$ cat src/arb_pkg.sv
// constants and types for the shared memory arbiter and user pins
package arb_pkg;
  localparam int unsigned cfg_width   = 16;
  localparam int unsigned usr_in_lsb  = 8;
  localparam int unsigned usr_out_lsb = 11;
  localparam logic [1:0]  usr_reset   = 2'h0;
  localparam int unsigned gap_clocks  = 2;

  typedef enum logic [1:0] {st_idle, st_dev, st_sys_reg, st_sys_mem} arb_state_e;
endpackage

$ cat src/arb_if.sv
// interface between the arbiter top and its user pin latch
interface arb_if;
  logic       rst_held;
  logic       bus_master;
  logic [1:0] cfg_out_bits;
  logic [1:0] pin_in;
  logic [1:0] cfg_in_bits;
  logic [1:0] pin_out;
  logic [1:0] pin_oe;

  modport top (output rst_held, output bus_master, output cfg_out_bits, output pin_in,
               input cfg_in_bits, input pin_out, input pin_oe);
  modport latch (input rst_held, input bus_master, input cfg_out_bits, input pin_in,
                 output cfg_in_bits, output pin_out, output pin_oe);
endinterface

$ cat src/shared_memory_arbiter_user_pins.sv
// arbiter for shared buffer memory and register access, with user pins
module shared_memory_arbiter_user_pins
  import arb_pkg::*;
(
  // clock and reset
  input  wire logic                 core_clk,
  input  wire logic                 sys_rst,
  // system slave requests
  input  wire logic                 reg_select_n,
  input  wire logic                 shared_mem_request_n,
  output logic                      slave_mem_ack_n,
  // on-chip access to shared memory
  input  wire logic                 dev_mem_req,
  output logic                      dev_mem_grant,
  input  wire logic                 regs_busy,
  // bus mastership
  input  wire logic                 hold_ack,
  input  wire logic                 grant_ack_n,
  input  wire logic                 big_endian_mode,
  output logic                      size_ack_oe,
  // configuration
  input  wire logic [1:0]           cfg_usr_out,
  output logic [1:0]                cfg_usr_in,
  // user pins
  input  wire logic [1:0]           user_pins_in,
  output logic [1:0]                user_pins_out,
  output logic [1:0]                user_pins_oe
);
  typedef struct packed {
    arb_state_e state;
    logic       ack_n;
    logic       grant;
    logic       size_oe;
  } arb_s;

  arb_s st;
  arb_s next_st;
  arb_if link ();

  // --------------------------------------------------------------------------
  // decode
  // --------------------------------------------------------------------------
  // one place decides which states hand the shared path to the system; only the
  // acknowledge logic uses it, and the checks spell out their own conditions
  function automatic logic slave_owns(input arb_state_e s);
    return (s == st_sys_mem) || (s == st_sys_reg);
  endfunction

  // --------------------------------------------------------------------------
  // arbitration
  // --------------------------------------------------------------------------
  always_comb
  begin
    next_st = st;
    unique case (st.state)
      st_idle:
      begin
        // device wins a tie: it was already waiting and is stalled only behind a system owner
        if (dev_mem_req)
          next_st.state = st_dev;
        else if (!shared_mem_request_n)
          next_st.state = st_sys_mem;
        else if (!reg_select_n && !regs_busy)
          next_st.state = st_sys_reg;
      end
      st_dev:
      begin
        // memory stays with the device until it drops its own request
        if (!dev_mem_req)
          next_st.state = st_idle;
      end
      st_sys_mem:
      begin
        // a pending device request waits here; it is never signalled back
        if (shared_mem_request_n)
          next_st.state = st_idle;
      end
      st_sys_reg:
      begin
        // register access does not touch memory but still blocks the device
        if (reg_select_n)
          next_st.state = st_idle;
      end
    endcase
    next_st.ack_n = !slave_owns(next_st.state);
    // grant is registered so the output comes straight from a flop
    next_st.grant = (next_st.state == st_dev);
    // the size-ack lines keep being driven in big-endian mode even after yielding;
    // the board must isolate them
    next_st.size_oe = big_endian_mode;
  end

  // --------------------------------------------------------------------------
  // state register
  // --------------------------------------------------------------------------
  always_ff @(posedge core_clk)
  begin
    if (sys_rst)
    begin
      st.state   <= st_idle;
      st.ack_n   <= 1'b1;
      st.grant   <= 1'b0;
      st.size_oe <= 1'b0;
    end
    else
    begin
      st <= next_st;
    end
  end

  // --------------------------------------------------------------------------
  // user pins
  // --------------------------------------------------------------------------
  assign link.rst_held     = sys_rst;
  assign link.bus_master   = hold_ack || !grant_ack_n;
  assign link.cfg_out_bits = cfg_usr_out;
  assign link.pin_in       = user_pins_in;

  user_pin_latch u_pins (
    .core_clk (core_clk),
    .sys_rst  (sys_rst),
    .up       (link.latch)
  );

  // --------------------------------------------------------------------------
  // outputs
  // --------------------------------------------------------------------------
  assign slave_mem_ack_n = st.ack_n;
  assign dev_mem_grant   = st.grant;
  assign size_ack_oe     = st.size_oe;
  assign cfg_usr_in      = link.cfg_in_bits;
  assign user_pins_out   = link.pin_out;
  assign user_pins_oe    = link.pin_oe;

  // --------------------------------------------------------------------------
  // checks
  // --------------------------------------------------------------------------
  // these check the registered outputs, some from st.state; they take the requests as legal,
  // so select and memory request are never low together, which the system owes us
  // a check that fires on an illegal overlap would point at the board, not here

  // a register access is answered when the registers are free
  chk_reg_ack: assert property (@(posedge core_clk) disable iff (sys_rst)
    st.state == st_idle && !dev_mem_req && shared_mem_request_n && !reg_select_n && !regs_busy
    |=> !slave_mem_ack_n)
    else $error("register select not acknowledged");

  // busy registers hold the acknowledge off
  chk_reg_busy_hold: assert property (@(posedge core_clk) disable iff (sys_rst)
    st.state == st_idle && !dev_mem_req && shared_mem_request_n && !reg_select_n && regs_busy
    |=> slave_mem_ack_n)
    else $error("register acknowledged while busy");

  // memory acknowledge stands while the request stands
  chk_mem_ack_stands: assert property (@(posedge core_clk) disable iff (sys_rst)
    !slave_mem_ack_n && !shared_mem_request_n
    |=> !slave_mem_ack_n)
    else $error("memory acknowledge dropped early");

  // register acknowledge stands while the select stands
  chk_reg_ack_stands: assert property (@(posedge core_clk) disable iff (sys_rst)
    !slave_mem_ack_n && !reg_select_n
    |=> !slave_mem_ack_n)
    else $error("register acknowledge dropped early");

  // the device wins a tie from idle
  chk_dev_first: assert property (@(posedge core_clk) disable iff (sys_rst)
    st.state == st_idle && dev_mem_req
    |=> dev_mem_grant && slave_mem_ack_n)
    else $error("device not granted first");

  // the grant ends once the device lets go
  chk_grant_release: assert property (@(posedge core_clk) disable iff (sys_rst)
    dev_mem_grant && !dev_mem_req
    |=> !dev_mem_grant)
    else $error("device grant not released");

  // a system memory owner keeps the device out
  chk_mem_blocks_dev: assert property (@(posedge core_clk) disable iff (sys_rst)
    !slave_mem_ack_n && !shared_mem_request_n
    |=> !dev_mem_grant)
    else $error("device granted during system memory access");

  // a system register owner keeps the device out as well
  chk_reg_blocks_dev: assert property (@(posedge core_clk) disable iff (sys_rst)
    !slave_mem_ack_n && !reg_select_n
    |=> !dev_mem_grant)
    else $error("device granted during register access");

  // little-endian style leaves the size-ack lines undriven
  chk_size_off: assert property (@(posedge core_clk) disable iff (sys_rst)
    !big_endian_mode
    |=> !size_ack_oe)
    else $error("size ack driven in little-endian style");

  // user pins are driven one cycle after mastership starts
  chk_pins_master: assert property (@(posedge core_clk) disable iff (sys_rst)
    hold_ack || !grant_ack_n
    |=> user_pins_oe == 2'h3)
    else $error("user pins not driven as master");

  // and released one cycle after it ends
  chk_pins_quiet: assert property (@(posedge core_clk) disable iff (sys_rst)
    !hold_ack && grant_ack_n
    |=> user_pins_oe == 2'h0)
    else $error("user pins driven while not master");


  chk_one_owner: assert property (@(posedge core_clk) disable iff (sys_rst)
    dev_mem_grant |-> slave_mem_ack_n) else $error("memory granted to two parties");
  chk_mem_ack: assert property (@(posedge core_clk) disable iff (sys_rst)
    st.state == st_idle && !dev_mem_req && !shared_mem_request_n |=> !slave_mem_ack_n)
    else $error("memory request not acknowledged");
  chk_ack_release: assert property (@(posedge core_clk) disable iff (sys_rst)
    !slave_mem_ack_n && shared_mem_request_n && reg_select_n |=> slave_mem_ack_n)
    else $error("acknowledge not released");
  chk_size_drive: assert property (@(posedge core_clk) disable iff (sys_rst)
    big_endian_mode |=> size_ack_oe) else $error("size ack not driven");
endmodule

$ cat src/user_pin_latch.sv
// user pin capture at reset release and drive while bus master
module user_pin_latch
  import arb_pkg::*;
(
  // clock and reset
  input  wire logic core_clk,
  input  wire logic sys_rst,
  // link to top
  arb_if.latch      up
);
  typedef struct packed {
    logic [1:0] cfg_in_bits;
    logic [1:0] pin_out;
    logic [1:0] pin_oe;
  } latch_s;

  latch_s st;
  latch_s next_st;

  always_comb
  begin
    next_st = st;
    // follow pins while reset held; last sampled value is kept at release
    if (up.rst_held)
    begin
      next_st.cfg_in_bits = up.pin_in;
    end
    next_st.pin_oe  = up.bus_master ? 2'h3 : 2'h0;
    next_st.pin_out = up.cfg_out_bits;
  end

  always_ff @(posedge core_clk)
  begin
    if (sys_rst)
    begin
      st.pin_out <= 2'h0;
      st.pin_oe  <= 2'h0;
      st.cfg_in_bits <= next_st.cfg_in_bits;
    end
    else
    begin
      st <= next_st;
    end
  end

  assign up.cfg_in_bits = st.cfg_in_bits;
  assign up.pin_out     = st.pin_out;
  assign up.pin_oe      = st.pin_oe;

  chk_pin_drive_master: assert property (@(posedge core_clk) disable iff (sys_rst)
    up.bus_master |=> st.pin_oe == 2'h3) else $error("user pins not driven while master");
  chk_pin_value_cfg: assert property (@(posedge core_clk) disable iff (sys_rst)
    up.bus_master |=> st.pin_out == $past(up.cfg_out_bits)) else $error("user pin level wrong");
  chk_capture_hold: assert property (@(posedge core_clk)
    !up.rst_held && !sys_rst |=> $stable(st.cfg_in_bits)) else $error("captured bits changed");
  chk_capture_follow: assert property (@(posedge core_clk)
    up.rst_held |=> st.cfg_in_bits == $past(up.pin_in)) else $error("bits not following pins");
endmodule

$ cat config.mk
export PLATFORM = sky130hd
export DESIGN_NAME = shared_memory_arbiter_user_pins
export DESIGN_NICKNAME = d
export VERILOG_FILES = /design/src/arb_pkg.sv /design/src/arb_if.sv /design/src/shared_memory_arbiter_user_pins.sv /design/src/user_pin_latch.sv
export SDC_FILE = /design/constraint.sdc
export NUM_CORES = 1
export LEC_CHECK = 0
export BUFFER_PORTS_ARGS = -buffer_cell sky130_fd_sc_hd__buf_4
export CAP_MARGIN = 20
export CORE_AREA = 2 2 39 41
export CTS_CLUSTER_SIZE = 24
export DETAILED_ROUTE_END_ITERATION = 6
export DIE_AREA = 0 0 41 43
export PLACE_DENSITY = 0.6
export SYNTH_ARGS = -nofsm -noshare
export SYNTH_HDL_FRONTEND = slang
export SYNTH_SLANG_ARGS = --single-unit
$ cat constraint.sdc
create_clock -name core_clk -period 1.67 [get_ports core_clk]
set_clock_uncertainty 0.1 [all_clocks]
set_input_delay 0.2505 -clock core_clk [delete_from_list [all_inputs] [get_ports core_clk]]
set_output_delay 0.2505 -clock core_clk [all_outputs]
set_load 0.01 [all_outputs]
==> out/qor.csv, run 1 <==
stage,metric,value,unit
cts,CTS tree,built,
logic_synthesis,share of Yosys cell area claimed by the top area cell type,47.4,%
global_route,largest net degree at the start of global routing,11,
logic_synthesis,Mapped Cells,30,
cells_and_area,"Net count, final",68,
worst_setup_path,worst path required time,1720,ps
worst_setup_path,Critical R2R Capture,slave_mem_ack_n,
worst_setup_path,reg2reg start,st[4],
logic_synthesis,fraction of the mapped netlist area in simple logic gates,13.3,%
placement,GP Congestion,0.672,
pwr,PwrDens,954,nW/um^2
floorplanning,Die Y,43,um
logic_synthesis,number of synthesized flops with an enable pin,2,
sta,final setup fails,0,
cts,Skew-Pair Late Insertion Delay,250,ps
logic_synthesis,post-synthesis compound-gate area fraction,15.9,%
floorplanning,CORE AREA,1380,sq um
logic_synthesis,post-synth cell types,14,
floorplanning,Core Rows,14,
worst_hold_path,Min-Delay Startpoint,grant_ack_n,
global_route,GRT Util Overall,8.81,%
cts,setup bufs post-CTS,0,
logic_synthesis,Post-Synth XOR/XNOR Area,0,%
sta,Max-slew headroom,77.5,%
logic_synthesis,post-synthesis mux area share,0,%
cells_and_area,share of layout cells above drive strength 1,44.4,%
worst_setup_path,CP peak stage delay,330,ps
global_route,gr ovfl total,0,
sta,"Worst Setup Slack, final",366,ps
sta,Final min period,1300,ps
global_route,vias in the first global route,253,
pwr,Logic pwr share,15.2,%
placement,pre-CTS setup slack,339,ps
worst_hold_path,Hold Crit Class,input pin to flip-flop,
worst_setup_path,CP bufs+invs,0,
floorplanning,Die W,41,um
worst_setup_path,flop2flop setup slack,370,ps
worst_hold_path,cell count of the worst hold path,2,
sta,Fin Setup TNS,0,ps
sta,achievable frequency,0.767,GHz
detailed_routing,DRC,0,
cells_and_area,"Cell Count, Final, Fillers Out",70,
detailed_routing,Total Wirelength,624,um
worst_setup_path,kind of critical path,flip-flop to flip-flop,
pwr,leakage,0.241,nW
cts,Clock Path Buffers,2,
floorplanning,initial core utilization,24.4,%
logic_synthesis,Yosys Warn Count,0,
worst_setup_path,CP max FO,3,
logic_synthesis,Commonest cells post-synth,"8 x dfxtp_1, 3 x inv_1, 3 x nor2b_1, 3 x or3_1",
detailed_routing,DR vias,307,
floorplanning,I/O pin cnt,22,
detailed_routing,routed length per placed instance,8.91,um
logic_synthesis,Post-Synth Adder-Cell Area,0,%
logic_synthesis,sequential share of the synthesized area,65.2,%
cts,CTS Hold Bufs,0,
cts,TritonCTS buffer count,3,
pwr,Tot Pwr,0.510,mW
worst_hold_path,Hold Path End,u_pins.up.pin_oe[0],
cells_and_area,footprint of the multi-input gates,98.8,sq um
logic_synthesis,Synth Flop Type,dfxtp_1,
sta,Max Slew Vio Count,0,
pwr,register share of total power,53.1,%
worst_setup_path,critical path's slowest cell,dfxtp_1,
logic_synthesis,largest cells by area after synthesis,"dfxtp_1 47%, edfxtp_1 18%, nor2b_1 5.6%, or3_1 5.6%, inv_1 3.3%",
placement,Placed Cells,66,
global_route,antenna violations before repair,0,
cts,htree depth,1,
logic_synthesis,largest family of logic cells by synthesized area,compound AO/OA/AOI/OAI gates,
global_route,global-route wire length before repair,972,um
logic_synthesis,Post-Syn Nets,43,
cts,CTS resizes,0,
cells_and_area,Storage cell area,220,sq um
worst_setup_path,worst reg-to-reg path cell count,3,
logic_synthesis,"area leader, netlist",dfxtp_1,
pwr,Sw Ratio,22.1,%
sta,Worst-Margin Slew,330,ps
detailed_routing,DR pass1 iterations,4,
cells_and_area,Area Overhead vs Synth,58.1,%
run,number of max-cap violations,0,
worst_setup_path,CP endpoint kind,flip-flop,
sta,final hold vios,0,
logic_synthesis,mapped cell area,338,sq um
logic_synthesis,average cell area after synthesis,11.3,sq um
logic_synthesis,#FFs+latches synth,10,
placement,port buffer count,21,
cells_and_area,Filler cells,130,
logic_synthesis,most common cell in the netlist,dfxtp_1,
worst_setup_path,Worst Setup Start Kind,flip-flop,
pwr,worst vdd ir,288,uV
detailed_routing,Via density,4.39,
worst_setup_path,Arrival @ worst endpoint,1350,ps
detailed_routing,DRT iter0 DRCs,6,
detailed_routing,DRT antenna net count,0,
cts,clk slew on worst S/H paths,60,ps
worst_setup_path,CP Cell Sequence,"o22a_1, or3_1, a31o_1",
cts,clock sinks,10,
logic_synthesis,ys async rst share,0,%
sta,period utilization,78.1,%
cts,Root Buffer,clkbuf_4,
pwr,Internal Pwr Total,0.397,mW
pwr,clock power share,31.7,%
placement,DP Wirelength,470,um
cells_and_area,# diodes,0,
pwr,Switch Pwr,0.113,mW
floorplanning,die area,1760,sq um
outcome,status,finished clean,
sta,unrepaired setup endpoints after global routing,no,
worst_setup_path,Crit path max-delay family,compound AO/OA/AOI/OAI gates,
[how the worst max path moves through the flow]
stage,cells past startpoint,start,slack (ps),endpoint
after CTS,3,st[4],370,slave_mem_ack_n
after global placement,4,shared_mem_request_n,350,slave_mem_ack_n
after floorplan,3,st[4],430,slave_mem_ack_n
after detailed placement,4,shared_mem_request_n,340,slave_mem_ack_n
after global routing,3,st[4],340,slave_mem_ack_n
final,3,st[4],370,slave_mem_ack_n
[cell usage in the layout (no fill, tap or decap), types with 2 or more instances in the layout]
cell type and instances:
buf_4 21, dfxtp_1 8, inv_1 3, or3_1 3, nor2b_1 3, clkbuf_4 3, nor2_1 2, a21oi_1 2
edfxtp_1 2
[stage by stage]
stage	area, sq um	hold WS [ps]	utilization (%)
floorplan	338	220	-
global placement	508	329	36.7
detailed placement	508	334	36.7
CTS	534	60.1	38.6
global route	534	53.3	38.6
finish	534	69.5	38.6
[per-layer routing]
metal | vias to the layer above | GRT usage [%] | wire length, um
met5 | - | 0 | 0
met4 | 0 | 12.0 | 19
met3 | 2 | 1.57 | 72
met2 | 19 | 11.3 | 260
met1 | 128 | 9.90 | 271
li1 | 158 | - | -
[cell type report]
class	instances	share of cell area [%]
well taps	16	3.75
flip-flops and latches	10	41.2
repair buffers	21	29.5
clock buffers	3	4.22
inverters	3	2.11
clock inverters	1	0.703
multi-input cells	16	18.5
[sequential cells by signal, indices dropped and copies added, names as in the netlist]
name and count:
u_pins.up.pin_out 2, slave_mem_ack_n 1, dev_mem_grant 1, st 2, size_ack_oe 1, u_pins.up.cfg_in_bits 2
u_pins.up.pin_oe 1
[kinds of logic (layout without fill, tap and decap cells)]
kind of cell | after synthesis | in the layout
flops | 10 | 10
buf+inv | 4 | 28
simple gates | 8 | 8
compound gates | 8 | 8
[worst register-to-register path: cells and delay by family, from the launching register on]
family             cells  cell delay, ps
AOI/OAI and AO/OA      2             450
DFF                    1             330
and+or+nand+nor        1             330
[power by group through the flow]
stage / registers [mW] / clock network (mW) / logic, mW
floorplan: 0.283 / 0 / 0.0226
global placement: 0.276 / 0 / 0.0777
detailed placement: 0.276 / 0 / 0.0781
CTS: 0.271 / 0.174 / 0.0782
global route: 0.272 / 0.187 / 0.0864
finish: 0.271 / 0.161 / 0.0773
(Power assumes the default switching activity.)
==> inputs of run 2 (changes only) <==
Clock period 1.67 ns to 1.3 ns, I/O delays scaled along.
==> run 2 against run 1 <==
Compared with the run above: register-to-register slack worse by 330 ps; fmax up 2.9%; non-clock buffer count up 3; utilization up 2.7 points; final cell count up 4.3%; global-route usage down 0.29 points; clock-buffer cell count unchanged; critical path depth unchanged; sequential cell count unchanged.
==> out/qor.csv, run 2 (synthesized netlist as in run 1, its figures left out) <==
stage,metric,value,unit
cells_and_area,"commonest non-fill, non-tap cells in the layout","21 x buf_4, 7 x dfxtp_1",
global_route,antenna violations before repair,0,
pwr,PwrDens,1160,nW/um^2
run,number of max-cap violations,0,
sta,Max Slew Vio Count,0,
sta,Fin Setup TNS,0,ps
cts,htree depth,1,
placement,GP Congestion,0.646,
worst_hold_path,Min-Delay Startpoint,big_endian_mode,
sta,Worst-Margin Slew,299,ps
global_route,gr ovfl total,0,
sta,Worst Hold Margin,49.3,ps
detailed_routing,DRT iter0 DRCs,3,
worst_setup_path,worst path required time,1350,ps
cells_and_area,final instance area,572,sq um
worst_hold_path,Hold Crit Class,input pin to flip-flop,
cells_and_area,Filler cells,147,
cells_and_area,share of layout cells above drive strength 1,45.6,%
detailed_routing,DRT antenna net count,0,
placement,placed standard-cell area,508,sq um
worst_setup_path,CP max FO,3,
floorplanning,I/O pin cnt,22,
worst_setup_path,Arrival @ worst endpoint,1320,ps
floorplanning,CORE AREA,1380,sq um
worst_setup_path,kind of critical path,flip-flop to flip-flop,
cts,clock sinks,10,
floorplanning,initial core utilization,24.4,%
pwr,leakage,0.256,nW
cts,clk slew on worst S/H paths,60,ps
worst_setup_path,CP startpoint,st[4],
floorplanning,Core Rows,14,
detailed_routing,DRC,0,
worst_setup_path,Crit path max-delay family,compound AO/OA/AOI/OAI gates,
global_route,vias in the first global route,236,
sta,final setup fails,0,
detailed_routing,Via density,4.27,
sta,Max-slew headroom,80.0,%
placement,port buffer count,21,
worst_setup_path,CP peak stage delay,330,ps
worst_setup_path,CP Cell Sequence,"o22a_1, or3_4, a31o_1",
global_route,largest net degree at the start of global routing,11,
floorplanning,die area,1760,sq um
cells_and_area,"leading cell type in the layout, fill and taps excluded",buf_4,
placement,DP Wirelength,506,um
global_route,GRT Util Overall,8.52,%
worst_setup_path,CP bufs+invs,0,
pwr,worst vdd ir,367,uV
cts,Clock Path Buffers,2,
sta,Final min period,1270,ps
floorplanning,Die Y,43,um
cts,Skew-Pair Late Insertion Delay,250,ps
detailed_routing,DR vias,312,
cells_and_area,Area Overhead vs Synth,69.3,%
sta,achievable frequency,0.789,GHz
detailed_routing,Total Wirelength,683,um
worst_setup_path,reg2reg start,st[4],
sta,unrepaired setup endpoints after global routing,no,
sta,period utilization,97.5,%
cts,TritonCTS buffer count,3,
cts,Root Buffer,clkbuf_4,
global_route,global-route wire length before repair,903,um
outcome,status,finished clean,
detailed_routing,DR pass1 iterations,4,
worst_setup_path,flop2flop setup slack,30,ps
floorplanning,Die W,41,um
sta,final hold vios,0,
worst_setup_path,CP endpoint kind,flip-flop,
cells_and_area,Top Registers,"st (2), u_pins.up.cfg_in_bits (2), u_pins.up.pin_out (2)",
cells_and_area,# diodes,0,
worst_setup_path,critical path's slowest cell,dfxtp_2,
cells_and_area,"Net count, final",71,
worst_setup_path,Worst Setup Start Kind,flip-flop,
cts,CTS tree,built,
detailed_routing,routed length per placed instance,9.36,um
-- run 2: cell types whose count changed in the layout (fill, tap and decap cells not counted), sizes merged --
cell         previous run  this run
dlygate4sd3             0         3
-- run 2: final cells by class --
class	count	area [sq um]	share of cell area [%]
clock buffer	3	22.5	3.94
multi-input combinational	16	105	18.4
timing repair buffer	24	188	32.8
clock inverter	1	3.75	0.656
tap	16	20.0	3.50
sequential	10	221	38.7
inverter	3	11.3	1.97
-- run 2: power breakdown --
part | internal (mW) | switching [mW]
registers | 0.340 | 0.00877
clock network | 0.110 | 0.0957
logic | 0.0687 | 0.0420
-- run 2: worst paths after layout --
check,end,depth (start not counted)
worst max-delay path,slave_mem_ack_n,3
worst min-delay path,size_ack_oe,2
worst max register to register,slave_mem_ack_n,3
worst min register to register,dev_mem_grant,1
-- run 2: timing repair --
item | CTS | global route
hold endpoints to repair | 0 | 3
resized for setup | 0 | 3
endpoints found under the setup margin | 0 | 2
hold buffers | 0 | 3
setup buffers | 0 | 0
-- run 2: through the flow --
step | total power, mW | instances | setup WS [ps] | utilization (%)
finish | 0.665 | 73 | 32.5 | 41.3
global placement | 0.454 | 66 | 39.4 | 36.7
CTS | 0.668 | 70 | 2.89 | 38.6
global route | 0.713 | 73 | 7.66 | 41.3
floorplan | 0.392 | 30 | 57.4 | -
detailed placement | 0.456 | 66 | 22.0 | 36.7
-- run 2: per-layer routing --
metal  wire (um)  share of wire (%)  track usage (%)
met5           0                  0                0
met4          19                2.8             12.0
met3          78                 11             3.66
met2         299                 44             10.3
met1         285                 42             8.64
